==> src/hdl/fhsc_pkg.sv <==
//------------------------------------------------------------------------------
// Floppy host status and control: shared constants and types
//------------------------------------------------------------------------------
// Holds the port offsets, field positions, reset values and cycle counts.
// Assumes a 50 MHz controller clock and 10-bit host I/O addresses.
//------------------------------------------------------------------------------
package fhsc_pkg;

    // Host port offsets
    localparam logic [9:0] SRA_ADDR = 10'h3F0;
    localparam logic [9:0] SRB_ADDR = 10'h3F1;
    localparam logic [9:0] DOR_ADDR = 10'h3F2;
    localparam logic [9:0] TDR_ADDR = 10'h3F3;
    localparam logic [9:0] DIR_ADDR = 10'h3F7;

    // Reset values and read enable patterns
    localparam logic [7:0] DOR_RESET  = 8'h00;
    localparam logic [1:0] TDR_RESET  = 2'h0;
    localparam logic [7:0] DATA_RESET = 8'h00;
    localparam logic [7:0] OE_N_OFF   = 8'hFF;
    localparam logic [7:0] OE_N_ALL   = 8'h00;
    localparam logic [7:0] OE_N_TAPE  = 8'hFC;

    // Output control register fields
    localparam int DOR_SEL0 = 0;
    localparam int DOR_SEL1 = 1;
    localparam int DOR_SRST = 2;
    localparam int DOR_DMA  = 3;
    localparam int DOR_MOT0 = 4;
    localparam int DOR_MOT1 = 5;

    // Status A fields
    localparam int SRA_DIR  = 0;
    localparam int SRA_WP   = 1;
    localparam int SRA_IDX  = 2;
    localparam int SRA_HEAD = 3;
    localparam int SRA_TRK  = 4;
    localparam int SRA_STEP = 5;
    localparam int SRA_B6   = 6;
    localparam int SRA_IRQ  = 7;

    // Status B fields
    localparam int SRB_MOT0 = 0;
    localparam int SRB_MOT1 = 1;
    localparam int SRB_WG   = 2;
    localparam int SRB_RD   = 3;
    localparam int SRB_WD   = 4;
    localparam int SRB_B5   = 5;
    localparam int SRB_B6   = 6;
    localparam int SRB_B7   = 7;

    // Event latch channels; rising-edge channels are marked in the mask
    localparam int         EVT_N     = 4;
    localparam int         EVT_STEP  = 0;
    localparam int         EVT_WRITE_GATE_OUT = 1;
    localparam int         EVT_RDATA = 2;
    localparam int         EVT_WDATA = 3;
    localparam logic [3:0] EVT_RISE  = 4'h3;

    // Pin synchroniser lanes
    localparam int PIN_WP   = 0;
    localparam int PIN_IDX  = 1;
    localparam int PIN_TRK  = 2;
    localparam int PIN_RDAT = 3;

    // Soft reset stretch: least time rounds up to whole cycles
    localparam int         CLK_PERIOD_NS   = 20;
    localparam int         SOFT_RST_MIN_NS = 100;
    localparam int         SOFT_RST_CYC    =
        (SOFT_RST_MIN_NS + CLK_PERIOD_NS - 1) / CLK_PERIOD_NS;
    localparam logic [2:0] SOFT_RST_LOAD   = 3'(SOFT_RST_CYC);

    // Register layout mode
    typedef enum logic [2:0]
    {
        FHSC_MODE_BASE    = 3'b001,
        FHSC_MODE_EXT     = 3'b010,
        FHSC_MODE_COMPACT = 3'b100
    } fhsc_mode_t;

endpackage

==> src/hdl/fhsc_evt_if.sv <==
//------------------------------------------------------------------------------
// Event carrier between the register bank and the edge latch
//------------------------------------------------------------------------------
// Holds the monitored levels, per-channel clears and the latched results.
// Assumes both ends run on the controller clock.
`timescale 1ns/1ps
interface fhsc_evt_if;
    import fhsc_pkg::*;
    logic [EVT_N-1:0] lvl;
    logic [EVT_N-1:0] clr;
    logic [EVT_N-1:0] latch;
    logic [EVT_N-1:0] tog;

    modport bank  (output lvl, output clr, input  latch, input  tog);
    modport catch (input  lvl, input  clr, output latch, output tog);
endinterface

==> src/hdl/fhsc_event_latch.sv <==
//------------------------------------------------------------------------------
// Edge latch and toggle per monitored channel
//------------------------------------------------------------------------------
// Holds one sticky latch and one toggle per channel.
// Assumes levels come from the controller clock domain, already synchronised.
`timescale 1ns/1ps
module fhsc_event_latch
(
    input  wire logic    clk_in,
    input  wire logic    rst_in,
    input  wire logic    ce_in,
    fhsc_evt_if.catch    evt
);
    import fhsc_pkg::*;

    logic [EVT_N-1:0] prev_reg;
    logic [EVT_N-1:0] prev_next;
    logic [EVT_N-1:0] latch_reg;
    logic [EVT_N-1:0] latch_next;
    logic [EVT_N-1:0] tog_reg;
    logic [EVT_N-1:0] tog_next;
    logic [EVT_N-1:0] hit;

    //--------------------------------------------------------------------------
    // Per-channel edge detect
    //--------------------------------------------------------------------------
    genvar i;
    generate
        for (i = 0; i < EVT_N; i++)
        begin : g_chan
            // Rise channels catch the active edge, the rest the inactive one
            assign hit[i] = EVT_RISE[i] ? (evt.lvl[i] & ~prev_reg[i])
                                        : (~evt.lvl[i] & prev_reg[i]);
        end
    endgenerate

    // A hit in the clearing cycle wins, so no edge is lost to a read
    always_comb
    begin
        prev_next  = evt.lvl;
        latch_next = hit | (latch_reg & ~evt.clr);
        tog_next   = tog_reg ^ hit;
    end

    always_ff @(posedge clk_in or posedge rst_in)
    begin
        if (rst_in)
        begin
            prev_reg  <= '0;
            latch_reg <= '0;
            tog_reg   <= '0;
        end
        else if (ce_in)
        begin
            prev_reg  <= prev_next;
            latch_reg <= latch_next;
            tog_reg   <= tog_next;
        end
    end

    assign evt.latch = latch_reg;
    assign evt.tog   = tog_reg;

endmodule

==> src/hdl/fhsc_top.sv <==
//------------------------------------------------------------------------------
// Floppy host status and control register bank
//------------------------------------------------------------------------------
// Holds status A/B, output control and tape assign registers plus drive decode.
// Assumes host strobes are one-cycle pulses on CLOCK_IN; drive pins are async.
`timescale 1ns/1ps
module fhsc_top
(
    input  wire logic                CLOCK_IN,
    input  wire logic                SYS_RST_IN,
    input  wire logic                CLK_EN_IN,
    input  wire fhsc_pkg::fhsc_mode_t MODE_IN,
    input  wire logic [9:0]          HOST_ADDR_IN,
    input  wire logic                HOST_RD_IN,
    input  wire logic                HOST_WR_IN,
    input  wire logic [7:0]          HOST_DATA_IN,
    output      logic [7:0]          HOST_DATA_OUT,
    output      logic [7:0]          HOST_DATA_OE_N_OUT,
    input  wire logic                STEP_IN,
    input  wire logic                WRITE_GATE_IN,
    input  wire logic                WRITE_DATA_IN,
    input  wire logic                HEAD_SIDE_SELECT_IN,
    input  wire logic                HEAD_DIRECTION_IN,
    input  wire logic                FLOPPY_IRQ_IN,
    input  wire logic                DMA_REQUEST_IN,
    input  wire logic                WRITE_PROTECT_PIN_IN,
    input  wire logic                INDEX_PULSE_IN,
    input  wire logic                TRACK_ZERO_IN,
    input  wire logic                READ_DATA_PIN_IN,
    output      logic                DRIVE_SELECT_ZERO_LOW_OUT,
    output      logic                DRIVE_SELECT_ONE_LOW_OUT,
    output      logic                MOTOR_ZERO_LOW_OUT,
    output      logic                MOTOR_ONE_LOW_OUT,
    output      logic                SOFT_RESET_OUT,
    output      logic                DMA_GATE_OUT,
    output      logic                DMA_REQUEST_OUT,
    output      logic                DMA_REQUEST_OE_N_OUT,
    output      logic                FLOPPY_IRQ_OUT
);
    import fhsc_pkg::*;

    //--------------------------------------------------------------------------
    // Declarations
    //--------------------------------------------------------------------------
    logic [3:0] pin_meta_reg;
    logic [3:0] pin_sync_reg;
    logic [7:0] dor_reg;
    logic [7:0] dor_next;
    logic [1:0] tdr_reg;
    logic [1:0] tdr_next;
    logic [2:0] srst_cnt_reg;
    logic [2:0] srst_cnt_next;
    logic [7:0] dout_reg;
    logic [7:0] dout_next;
    logic [7:0] oe_n_reg;
    logic [7:0] oe_n_next;
    logic       ds0_n_reg;
    logic       ds0_n_next;
    logic       ds1_n_reg;
    logic       ds1_n_next;
    logic       mot0_n_reg;
    logic       mot0_n_next;
    logic       mot1_n_reg;
    logic       mot1_n_next;
    logic       srst_reg;
    logic       srst_next;
    logic       gate_reg;
    logic       gate_next;
    logic       drq_reg;
    logic       drq_next;
    logic       drq_oe_n_reg;
    logic       drq_oe_n_next;
    logic       irq_reg;
    logic       irq_next;
    logic [7:0] drive_status_a_compact;
    logic [7:0] drive_status_b_extended;
    logic       dir_read;
    logic       sel0_hit;
    logic       sel1_hit;

    fhsc_evt_if evt ();

    //--------------------------------------------------------------------------
    // Drive pin synchronisers
    //--------------------------------------------------------------------------
    // Two stages; only the second stage is read by any logic
    always_ff @(posedge CLOCK_IN or posedge SYS_RST_IN)
    begin
        if (SYS_RST_IN)
        begin
            pin_meta_reg <= 4'h0;
            pin_sync_reg <= 4'h0;
        end
        else if (CLK_EN_IN)
        begin
            pin_meta_reg <= {READ_DATA_PIN_IN, TRACK_ZERO_IN,
                             INDEX_PULSE_IN, WRITE_PROTECT_PIN_IN};
            pin_sync_reg <= pin_meta_reg;
        end
    end

    //--------------------------------------------------------------------------
    // Event latches for step, write gate and data edges
    //--------------------------------------------------------------------------
    // Input register read clears all latches; step also clears on soft reset
    assign dir_read              = HOST_RD_IN && (HOST_ADDR_IN == DIR_ADDR);
    assign evt.lvl[EVT_STEP]     = STEP_IN;
    assign evt.lvl[EVT_WRITE_GATE_OUT]    = WRITE_GATE_IN;
    assign evt.lvl[EVT_RDATA]    = pin_sync_reg[PIN_RDAT];
    assign evt.lvl[EVT_WDATA]    = WRITE_DATA_IN;
    assign evt.clr[EVT_STEP]     = dir_read | srst_reg;
    assign evt.clr[EVT_WRITE_GATE_OUT]    = dir_read;
    assign evt.clr[EVT_RDATA]    = dir_read;
    assign evt.clr[EVT_WDATA]    = dir_read;

    fhsc_event_latch u_latch
    (
        .clk_in (CLOCK_IN),
        .rst_in (SYS_RST_IN),
        .ce_in  (CLK_EN_IN),
        .evt    (evt)
    );

    //--------------------------------------------------------------------------
    // Status layouts
    //--------------------------------------------------------------------------
    // Mode input picks the layout; baseline never drives these ports
    always_comb
    begin
        drive_status_a_compact = 8'h00;
        drive_status_b_extended = 8'h00;
        if (MODE_IN == FHSC_MODE_COMPACT)
        begin
            drive_status_a_compact[SRA_DIR]  = ~HEAD_DIRECTION_IN;
            drive_status_a_compact[SRA_WP]   = pin_sync_reg[PIN_WP];
            drive_status_a_compact[SRA_IDX]  = pin_sync_reg[PIN_IDX];
            drive_status_a_compact[SRA_HEAD] = ~HEAD_SIDE_SELECT_IN;
            drive_status_a_compact[SRA_TRK]  = pin_sync_reg[PIN_TRK];
            drive_status_a_compact[SRA_STEP] = evt.latch[EVT_STEP];
            drive_status_a_compact[SRA_B6]   = drq_reg;
            drive_status_a_compact[SRA_IRQ]  = FLOPPY_IRQ_IN;
            drive_status_b_extended[SRB_MOT0] = 1'b1;
            drive_status_b_extended[SRB_MOT1] = 1'b1;
            drive_status_b_extended[SRB_WG]   = evt.latch[EVT_WRITE_GATE_OUT];
            drive_status_b_extended[SRB_RD]   = evt.latch[EVT_RDATA];
            drive_status_b_extended[SRB_WD]   = evt.latch[EVT_WDATA];
            drive_status_b_extended[SRB_B5]   = ds0_n_reg;
            drive_status_b_extended[SRB_B6]   = ds1_n_reg;
            drive_status_b_extended[SRB_B7]   = 1'b1;   // Second-drive input is unsupported
        end
        else
        begin
            drive_status_a_compact[SRA_DIR]  = HEAD_DIRECTION_IN;
            drive_status_a_compact[SRA_WP]   = ~pin_sync_reg[PIN_WP];
            drive_status_a_compact[SRA_IDX]  = ~pin_sync_reg[PIN_IDX];
            drive_status_a_compact[SRA_HEAD] = HEAD_SIDE_SELECT_IN;
            drive_status_a_compact[SRA_TRK]  = ~pin_sync_reg[PIN_TRK];
            drive_status_a_compact[SRA_STEP] = STEP_IN;
            drive_status_a_compact[SRA_B6]   = 1'b1;
            drive_status_a_compact[SRA_IRQ]  = FLOPPY_IRQ_IN;
            drive_status_b_extended[SRB_MOT0] = dor_reg[DOR_MOT0];
            drive_status_b_extended[SRB_MOT1] = dor_reg[DOR_MOT1];
            drive_status_b_extended[SRB_WG]   = WRITE_GATE_IN;
            drive_status_b_extended[SRB_RD]   = evt.tog[EVT_RDATA];
            drive_status_b_extended[SRB_WD]   = evt.tog[EVT_WDATA];
            drive_status_b_extended[SRB_B5]   = dor_reg[DOR_SEL0];
            drive_status_b_extended[SRB_B6]   = 1'b1;
            drive_status_b_extended[SRB_B7]   = 1'b1;
        end
    end

    //--------------------------------------------------------------------------
    // Register bank, read port and drive outputs
    //--------------------------------------------------------------------------
    assign sel0_hit = (dor_reg[DOR_SEL1:DOR_SEL0] == 2'b00) && dor_reg[DOR_MOT0];
    assign sel1_hit = (dor_reg[DOR_SEL1:DOR_SEL0] == 2'b01) && dor_reg[DOR_MOT1];

    // Next values; soft reset never touches output or tape registers
    always_comb
    begin
        dor_next  = dor_reg;
        tdr_next  = tdr_reg;
        dout_next = dout_reg;
        oe_n_next = OE_N_OFF;
        if (HOST_WR_IN && (HOST_ADDR_IN == DOR_ADDR))
        begin
            dor_next = HOST_DATA_IN;
        end
        if (HOST_WR_IN && (HOST_ADDR_IN == TDR_ADDR))
        begin
            tdr_next = HOST_DATA_IN[1:0];
        end
        if (HOST_RD_IN)
        begin
            case (HOST_ADDR_IN)
                SRA_ADDR:
                begin
                    if (MODE_IN != FHSC_MODE_BASE)
                    begin
                        dout_next = drive_status_a_compact;
                        oe_n_next = OE_N_ALL;
                    end
                end
                SRB_ADDR:
                begin
                    if (MODE_IN != FHSC_MODE_BASE)
                    begin
                        dout_next = drive_status_b_extended;
                        oe_n_next = OE_N_ALL;
                    end
                end
                DOR_ADDR:
                begin
                    dout_next = dor_reg;
                    oe_n_next = OE_N_ALL;
                end
                TDR_ADDR:
                begin
                    dout_next = {6'h00, tdr_reg};
                    oe_n_next = OE_N_TAPE;
                end
                default: oe_n_next = OE_N_OFF;
            endcase
        end
        // Stretch soft reset so back-to-back bit toggles still meet the minimum
        srst_cnt_next = 3'h0;
        if (!dor_reg[DOR_SRST])
        begin
            srst_cnt_next = SOFT_RST_LOAD;
        end
        else if (srst_cnt_reg != 3'h0)
        begin
            srst_cnt_next = srst_cnt_reg - 3'h1;
        end
        srst_next   = !dor_reg[DOR_SRST] || (srst_cnt_reg != 3'h0);
        // Extended mode keeps DMA and interrupt live, even in soft reset
        gate_next   = (MODE_IN == FHSC_MODE_EXT) || dor_reg[DOR_DMA];
        drq_next    = DMA_REQUEST_IN && gate_next;
        drq_oe_n_next = !gate_next;   // Request floats when gated off
        irq_next    = FLOPPY_IRQ_IN && gate_next;
        ds0_n_next  = !sel0_hit;
        ds1_n_next  = !sel1_hit;
        mot0_n_next = !dor_reg[DOR_MOT0];
        mot1_n_next = !dor_reg[DOR_MOT1];
    end

    always_ff @(posedge CLOCK_IN or posedge SYS_RST_IN)
    begin
        if (SYS_RST_IN)
        begin
            dor_reg      <= DOR_RESET;
            tdr_reg      <= TDR_RESET;
            srst_cnt_reg <= SOFT_RST_LOAD;
            dout_reg     <= DATA_RESET;
            oe_n_reg     <= OE_N_OFF;
            srst_reg     <= 1'b1;
            gate_reg     <= 1'b0;
            drq_reg      <= 1'b0;
            drq_oe_n_reg <= 1'b1;
            irq_reg      <= 1'b0;
            ds0_n_reg    <= 1'b1;
            ds1_n_reg    <= 1'b1;
            mot0_n_reg   <= 1'b1;
            mot1_n_reg   <= 1'b1;
        end
        else if (CLK_EN_IN)
        begin
            dor_reg      <= dor_next;
            tdr_reg      <= tdr_next;
            srst_cnt_reg <= srst_cnt_next;
            dout_reg     <= dout_next;
            oe_n_reg     <= oe_n_next;
            srst_reg     <= srst_next;
            gate_reg     <= gate_next;
            drq_reg      <= drq_next;
            drq_oe_n_reg <= drq_oe_n_next;
            irq_reg      <= irq_next;
            ds0_n_reg    <= ds0_n_next;
            ds1_n_reg    <= ds1_n_next;
            mot0_n_reg   <= mot0_n_next;
            mot1_n_reg   <= mot1_n_next;
        end
    end

    assign HOST_DATA_OUT             = dout_reg;
    assign HOST_DATA_OE_N_OUT        = oe_n_reg;
    assign SOFT_RESET_OUT            = srst_reg;
    assign DMA_GATE_OUT              = gate_reg;
    assign DMA_REQUEST_OUT           = drq_reg;
    assign DMA_REQUEST_OE_N_OUT      = drq_oe_n_reg;
    assign FLOPPY_IRQ_OUT            = irq_reg;
    assign DRIVE_SELECT_ZERO_LOW_OUT = ds0_n_reg;
    assign DRIVE_SELECT_ONE_LOW_OUT  = ds1_n_reg;
    assign MOTOR_ZERO_LOW_OUT        = mot0_n_reg;
    assign MOTOR_ONE_LOW_OUT         = mot1_n_reg;
endmodule

==> config.mk <==
export PLATFORM = sky130hd
export DESIGN_NAME = fhsc_top
export DESIGN_NICKNAME = d
export VERILOG_FILES = /design/src/hdl/fhsc_pkg.sv /design/src/hdl/fhsc_evt_if.sv /design/src/hdl/fhsc_event_latch.sv /design/src/hdl/fhsc_top.sv
export SDC_FILE = /design/constraint.sdc
export NUM_CORES = 1
export LEC_CHECK = 0
export ABC_AREA = 1
export BUFFER_PORTS_ARGS = -buffer_cell sky130_fd_sc_hd__buf_4
export CORE_UTILIZATION = 57
export CTS_BUF_LIST = sky130_fd_sc_hd__clkbuf_4 sky130_fd_sc_hd__clkbuf_8 sky130_fd_sc_hd__clkbuf_16
export DETAILED_ROUTE_END_ITERATION = 12
export GPL_ROUTABILITY_DRIVEN = 0
export PLACE_DENSITY = 0.8
export SKIP_LAST_GASP = 1
export SLEW_MARGIN = 10
export SYNTH_ARGS = -nofsm -noshare
export SYNTH_HDL_FRONTEND = slang
export SYNTH_SLANG_ARGS = --single-unit
==> constraint.sdc <==
create_clock -name CLOCK_IN -period 4 [get_ports CLOCK_IN]
set_input_delay 0.6 -clock CLOCK_IN [delete_from_list [all_inputs] [get_ports CLOCK_IN]]
set_output_delay 0.6 -clock CLOCK_IN [all_outputs]
set_load 0.02 [all_outputs]
==> key figures <==
Outcome
  • Status: complete, no violations

Layout
  • Post-route cell area: 3130 sq um
  • Reg area: 1260 sq um
  • Inserted Diodes: 0
  • Multi-input gate area in the final layout: 1080 sq um
  • # fillers: 365
  • # nets final: 430
  • Area growth from synthesis to layout: 19.9%
  • Share of cells above drive strength 1: 26.3%

Logic synthesis
  • Yosys top cell by area: dfrtp_1
  • Synth area leaders: dfrtp_1, nand2_1, dfstp_2, nand3_1, inv_1
  • Sequential fraction of the synthesis area: 48.4%
  • Synth Register Bits: 50
  • Post-Syn Area: 2610 sq um
  • Post-synth net total: 377
  • Post-synth top flop: dfrtp_1
  • Asr flop ratio synth: 100%
  • Number of flops mapped to enable cells by yosys: 0
  • Yosys top cell area share: 38.4%
  • Syn Area/Cell: 7.72 sq um
  • Yosys cell types: 30
  • Most numerous cell in the Yosys netlist: nand2_1
  • Synth Instances: 338
  • Yosys warns: 0
  • Commonest cells in the synthesized netlist: nand2_1, dfrtp_1, inv_1, nand3_1, nor2_1

Clock network
  • Root Driver: clkbuf_8
  • # hold bufs at CTS: 0
  • Num CTS Buffers: 5
  • CTS Buffer Depth: 2
  • Clock transition at path regs: 0.09 ns
  • H-Tree Depth: 2
  • CTS tree: built
  • Worst-skew pair later-pin latency: 0.31 ns
  • Sink Count: 50
  • Setup Fix Bufs, Post-CTS: 0
  • Post-CTS resize count: 0

Global route
  • Maximum number of pins on one net before global-route repair: 51
  • Total track usage: 26.8%
  • GR Overflow Total: 0
  • First-pass GRT wire length: 10,200 microns
  • Vias in the first global route: 2,224
  • Antenna violations before repair: 0

Worst setup path
  • CP Max Fanout: 27
  • Worst Setup End Kind: flip-flop
  • CP Class: in2reg
  • Critical Path Start Type: input port
  • R2r setup slk: 2.85 ns
  • RR Startpoint: dor_reg[5]$_DFFE_PP0P_
  • Worst Setup EP: HOST_DATA_OUT[1]$_DFFE_PP0P_
  • Arrival time of the worst setup path: 2.00 ns
  • WP data required: 4.19 ns
  • Reg-to-reg critical path endpoint: HOST_DATA_OUT[1]$_DFFE_PP0P_
  • Reg2reg path depth: 6
  • CP Launch Point: CLK_EN_IN

Power
  • Logic gate share of total power: 14.6%
  • Clock share of power: 30.9%
  • Sw frac: 26.9%
  • Seq pwr share: 54.5%
  • NetSw: 0.278 mW
  • Peak VDD IR: 0.000246 V
  • Pint: 0.756 mW
  • Pwr Density: 331 nW/um^2
  • LEAKAGE: 1.64 nW

Timing
  • Max-slew violations: 0
  • Final setup viols: 0
  • Hold WS: 0.474 ns
  • Worst slew margin relative to its limit: 32.8%
  • Fin. Hold Viols: 0
  • Final Skew: 0.00869 ns
  • Final setup TNS: 0 ns
  • Clock period minus worst slack: 1.81 ns
  • RSZ-0062 raised after global routing: false
  • FMAX: 552 MHz
  • Period utilisation layout: 45.3%
  • Worst-Margin Slew: 1.01 ns

Routing
  • Antenna viol nets, final: 0
  • Via/cell ratio: 5.11
  • DRC: 0
  • Vias: 2,267
  • Drt wl/cell: 13.1 microns
  • Initial DRC count: 202
  • Final wirelength: 5800 microns
  • 1st-pass router iterations: 4

Run
  • Max Cap Viol: 0

Placed design
  • DP Area: 3030 sq um
  • HPWL Detailed: 4390 microns
  • PortBufs: 61

Floorplanning
  • I/O Pins: 62
  • Initial core utilization: 59.5%
  • # rows: 24
  • Die height: 69.7 microns
  • Core ar.: 4380 sq um
  • Die Width: 69.7 microns
  • Die area: 4850 sq um

Min path
  • Hold crit path type: reg2reg
how the worst min path moves through the flow:
stage | startpoint | to | slack (ns) | depth (start not counted)
2_1_floorplan | u_latch.prev_reg[0]$_DFFE_PP0P_ | u_latch.evt.latch[0]$_DFFE_PP0P_ | 0.44 | 1
3_3_place_gp | u_latch.prev_reg[0]$_DFFE_PP0P_ | u_latch.evt.latch[0]$_DFFE_PP0P_ | 0.44 | 1
3_5_place_dp | u_latch.prev_reg[1]$_DFFE_PP0P_ | u_latch.evt.latch[1]$_DFFE_PP0P_ | 0.46 | 1
4_1_cts | u_latch.prev_reg[1]$_DFFE_PP0P_ | u_latch.evt.latch[1]$_DFFE_PP0P_ | 0.47 | 1
5_1_grt | u_latch.prev_reg[0]$_DFFE_PP0P_ | u_latch.evt.latch[0]$_DFFE_PP0P_ | 0.49 | 1
6_report | u_latch.prev_reg[1]$_DFFE_PP0P_ | u_latch.evt.latch[1]$_DFFE_PP0P_ | 0.47 | 1
power groups by stage:
stage / registers [mW] / clock network (mW) / logic, mW
4_1_cts: 0.564 / 0.324 / 0.152
3_3_place_gp: 0.573 / 0 / 0.147
3_5_place_dp: 0.573 / 0 / 0.151
5_1_grt: 0.567 / 0.344 / 0.169
2_1_floorplan: 0.577 / 0 / 0.0811
6_report: 0.564 / 0.319 / 0.151
worst max-delay path, cell delays in order:
cell     delay, ns
buf_4         0.25
nand2_1       0.15
inv_1         0.07
nand2_1       0.05
nor2_1        0.57
inv_2         0.15
nand2_1       0.09
nand2_1       0.05
metrics by stage:
| step | utilization (%) | std cells | power, mW | setup slack [ns] |
|---|---|---|---|---|
| global route | 71.4 | 444 | 1.08 | 1.98 |
| CTS | 71.4 | 444 | 1.04 | 2.19 |
| finish | 71.4 | 444 | 1.03 | 2.19 |
| detailed placement | 69.1 | 436 | 0.725 | 1.86 |
| global placement | 69.1 | 436 | 0.720 | 1.89 |
| floorplan | - | 338 | 0.658 | 2.22 |
logic make-up (layout without fill, tap and decap cells):
logic type	Yosys count	after routing	synth area share, %
AND/OR/NAND/NOR	193	193	31.9
buffers and inverters	59	113	10.3
flip-flops	50	50	48.4
AO/OA/AOI/OAI	31	31	7.48
XOR/XNOR	3	3	1.01
adder cells (fa/ha/maj)	2	2	0.959
cells in the final DEF (no fill, tap or decap), types with 5 or more instances in the layout:
master and n:
nand2_1 125, buf_4 61, dfrtp_1 40, inv_1 31
nand3_1 30, nor2_1 23, o21ai_0 15, dfstp_2 10
clkinv_1 7, inv_2 6, clkbuf_8 6, o21ai_2 5
metal layers:
metal | vias up | routed length, microns | track usage [%]
li1 | 1150 | - | -
met1 | 1042 | 2610 | 36.7
met2 | 69 | 2810 | 43.1
met3 | 6 | 317 | 5.81
met4 | 0 | 60 | 8.22
met5 | - | 0 | 0
final cells by class:
| type | count | area share [%] |
|---|---|---|
| multi-input combinational | 229 | 34.5 |
| tap | 52 | 2.08 |
| sequential | 50 | 40.4 |
| clock inverter | 1 | 0.280 |
| clock buffer | 7 | 2.88 |
| timing repair buffer | 61 | 14.6 |
| inverter | 44 | 5.28 |
(Power assumes the default switching activity.)
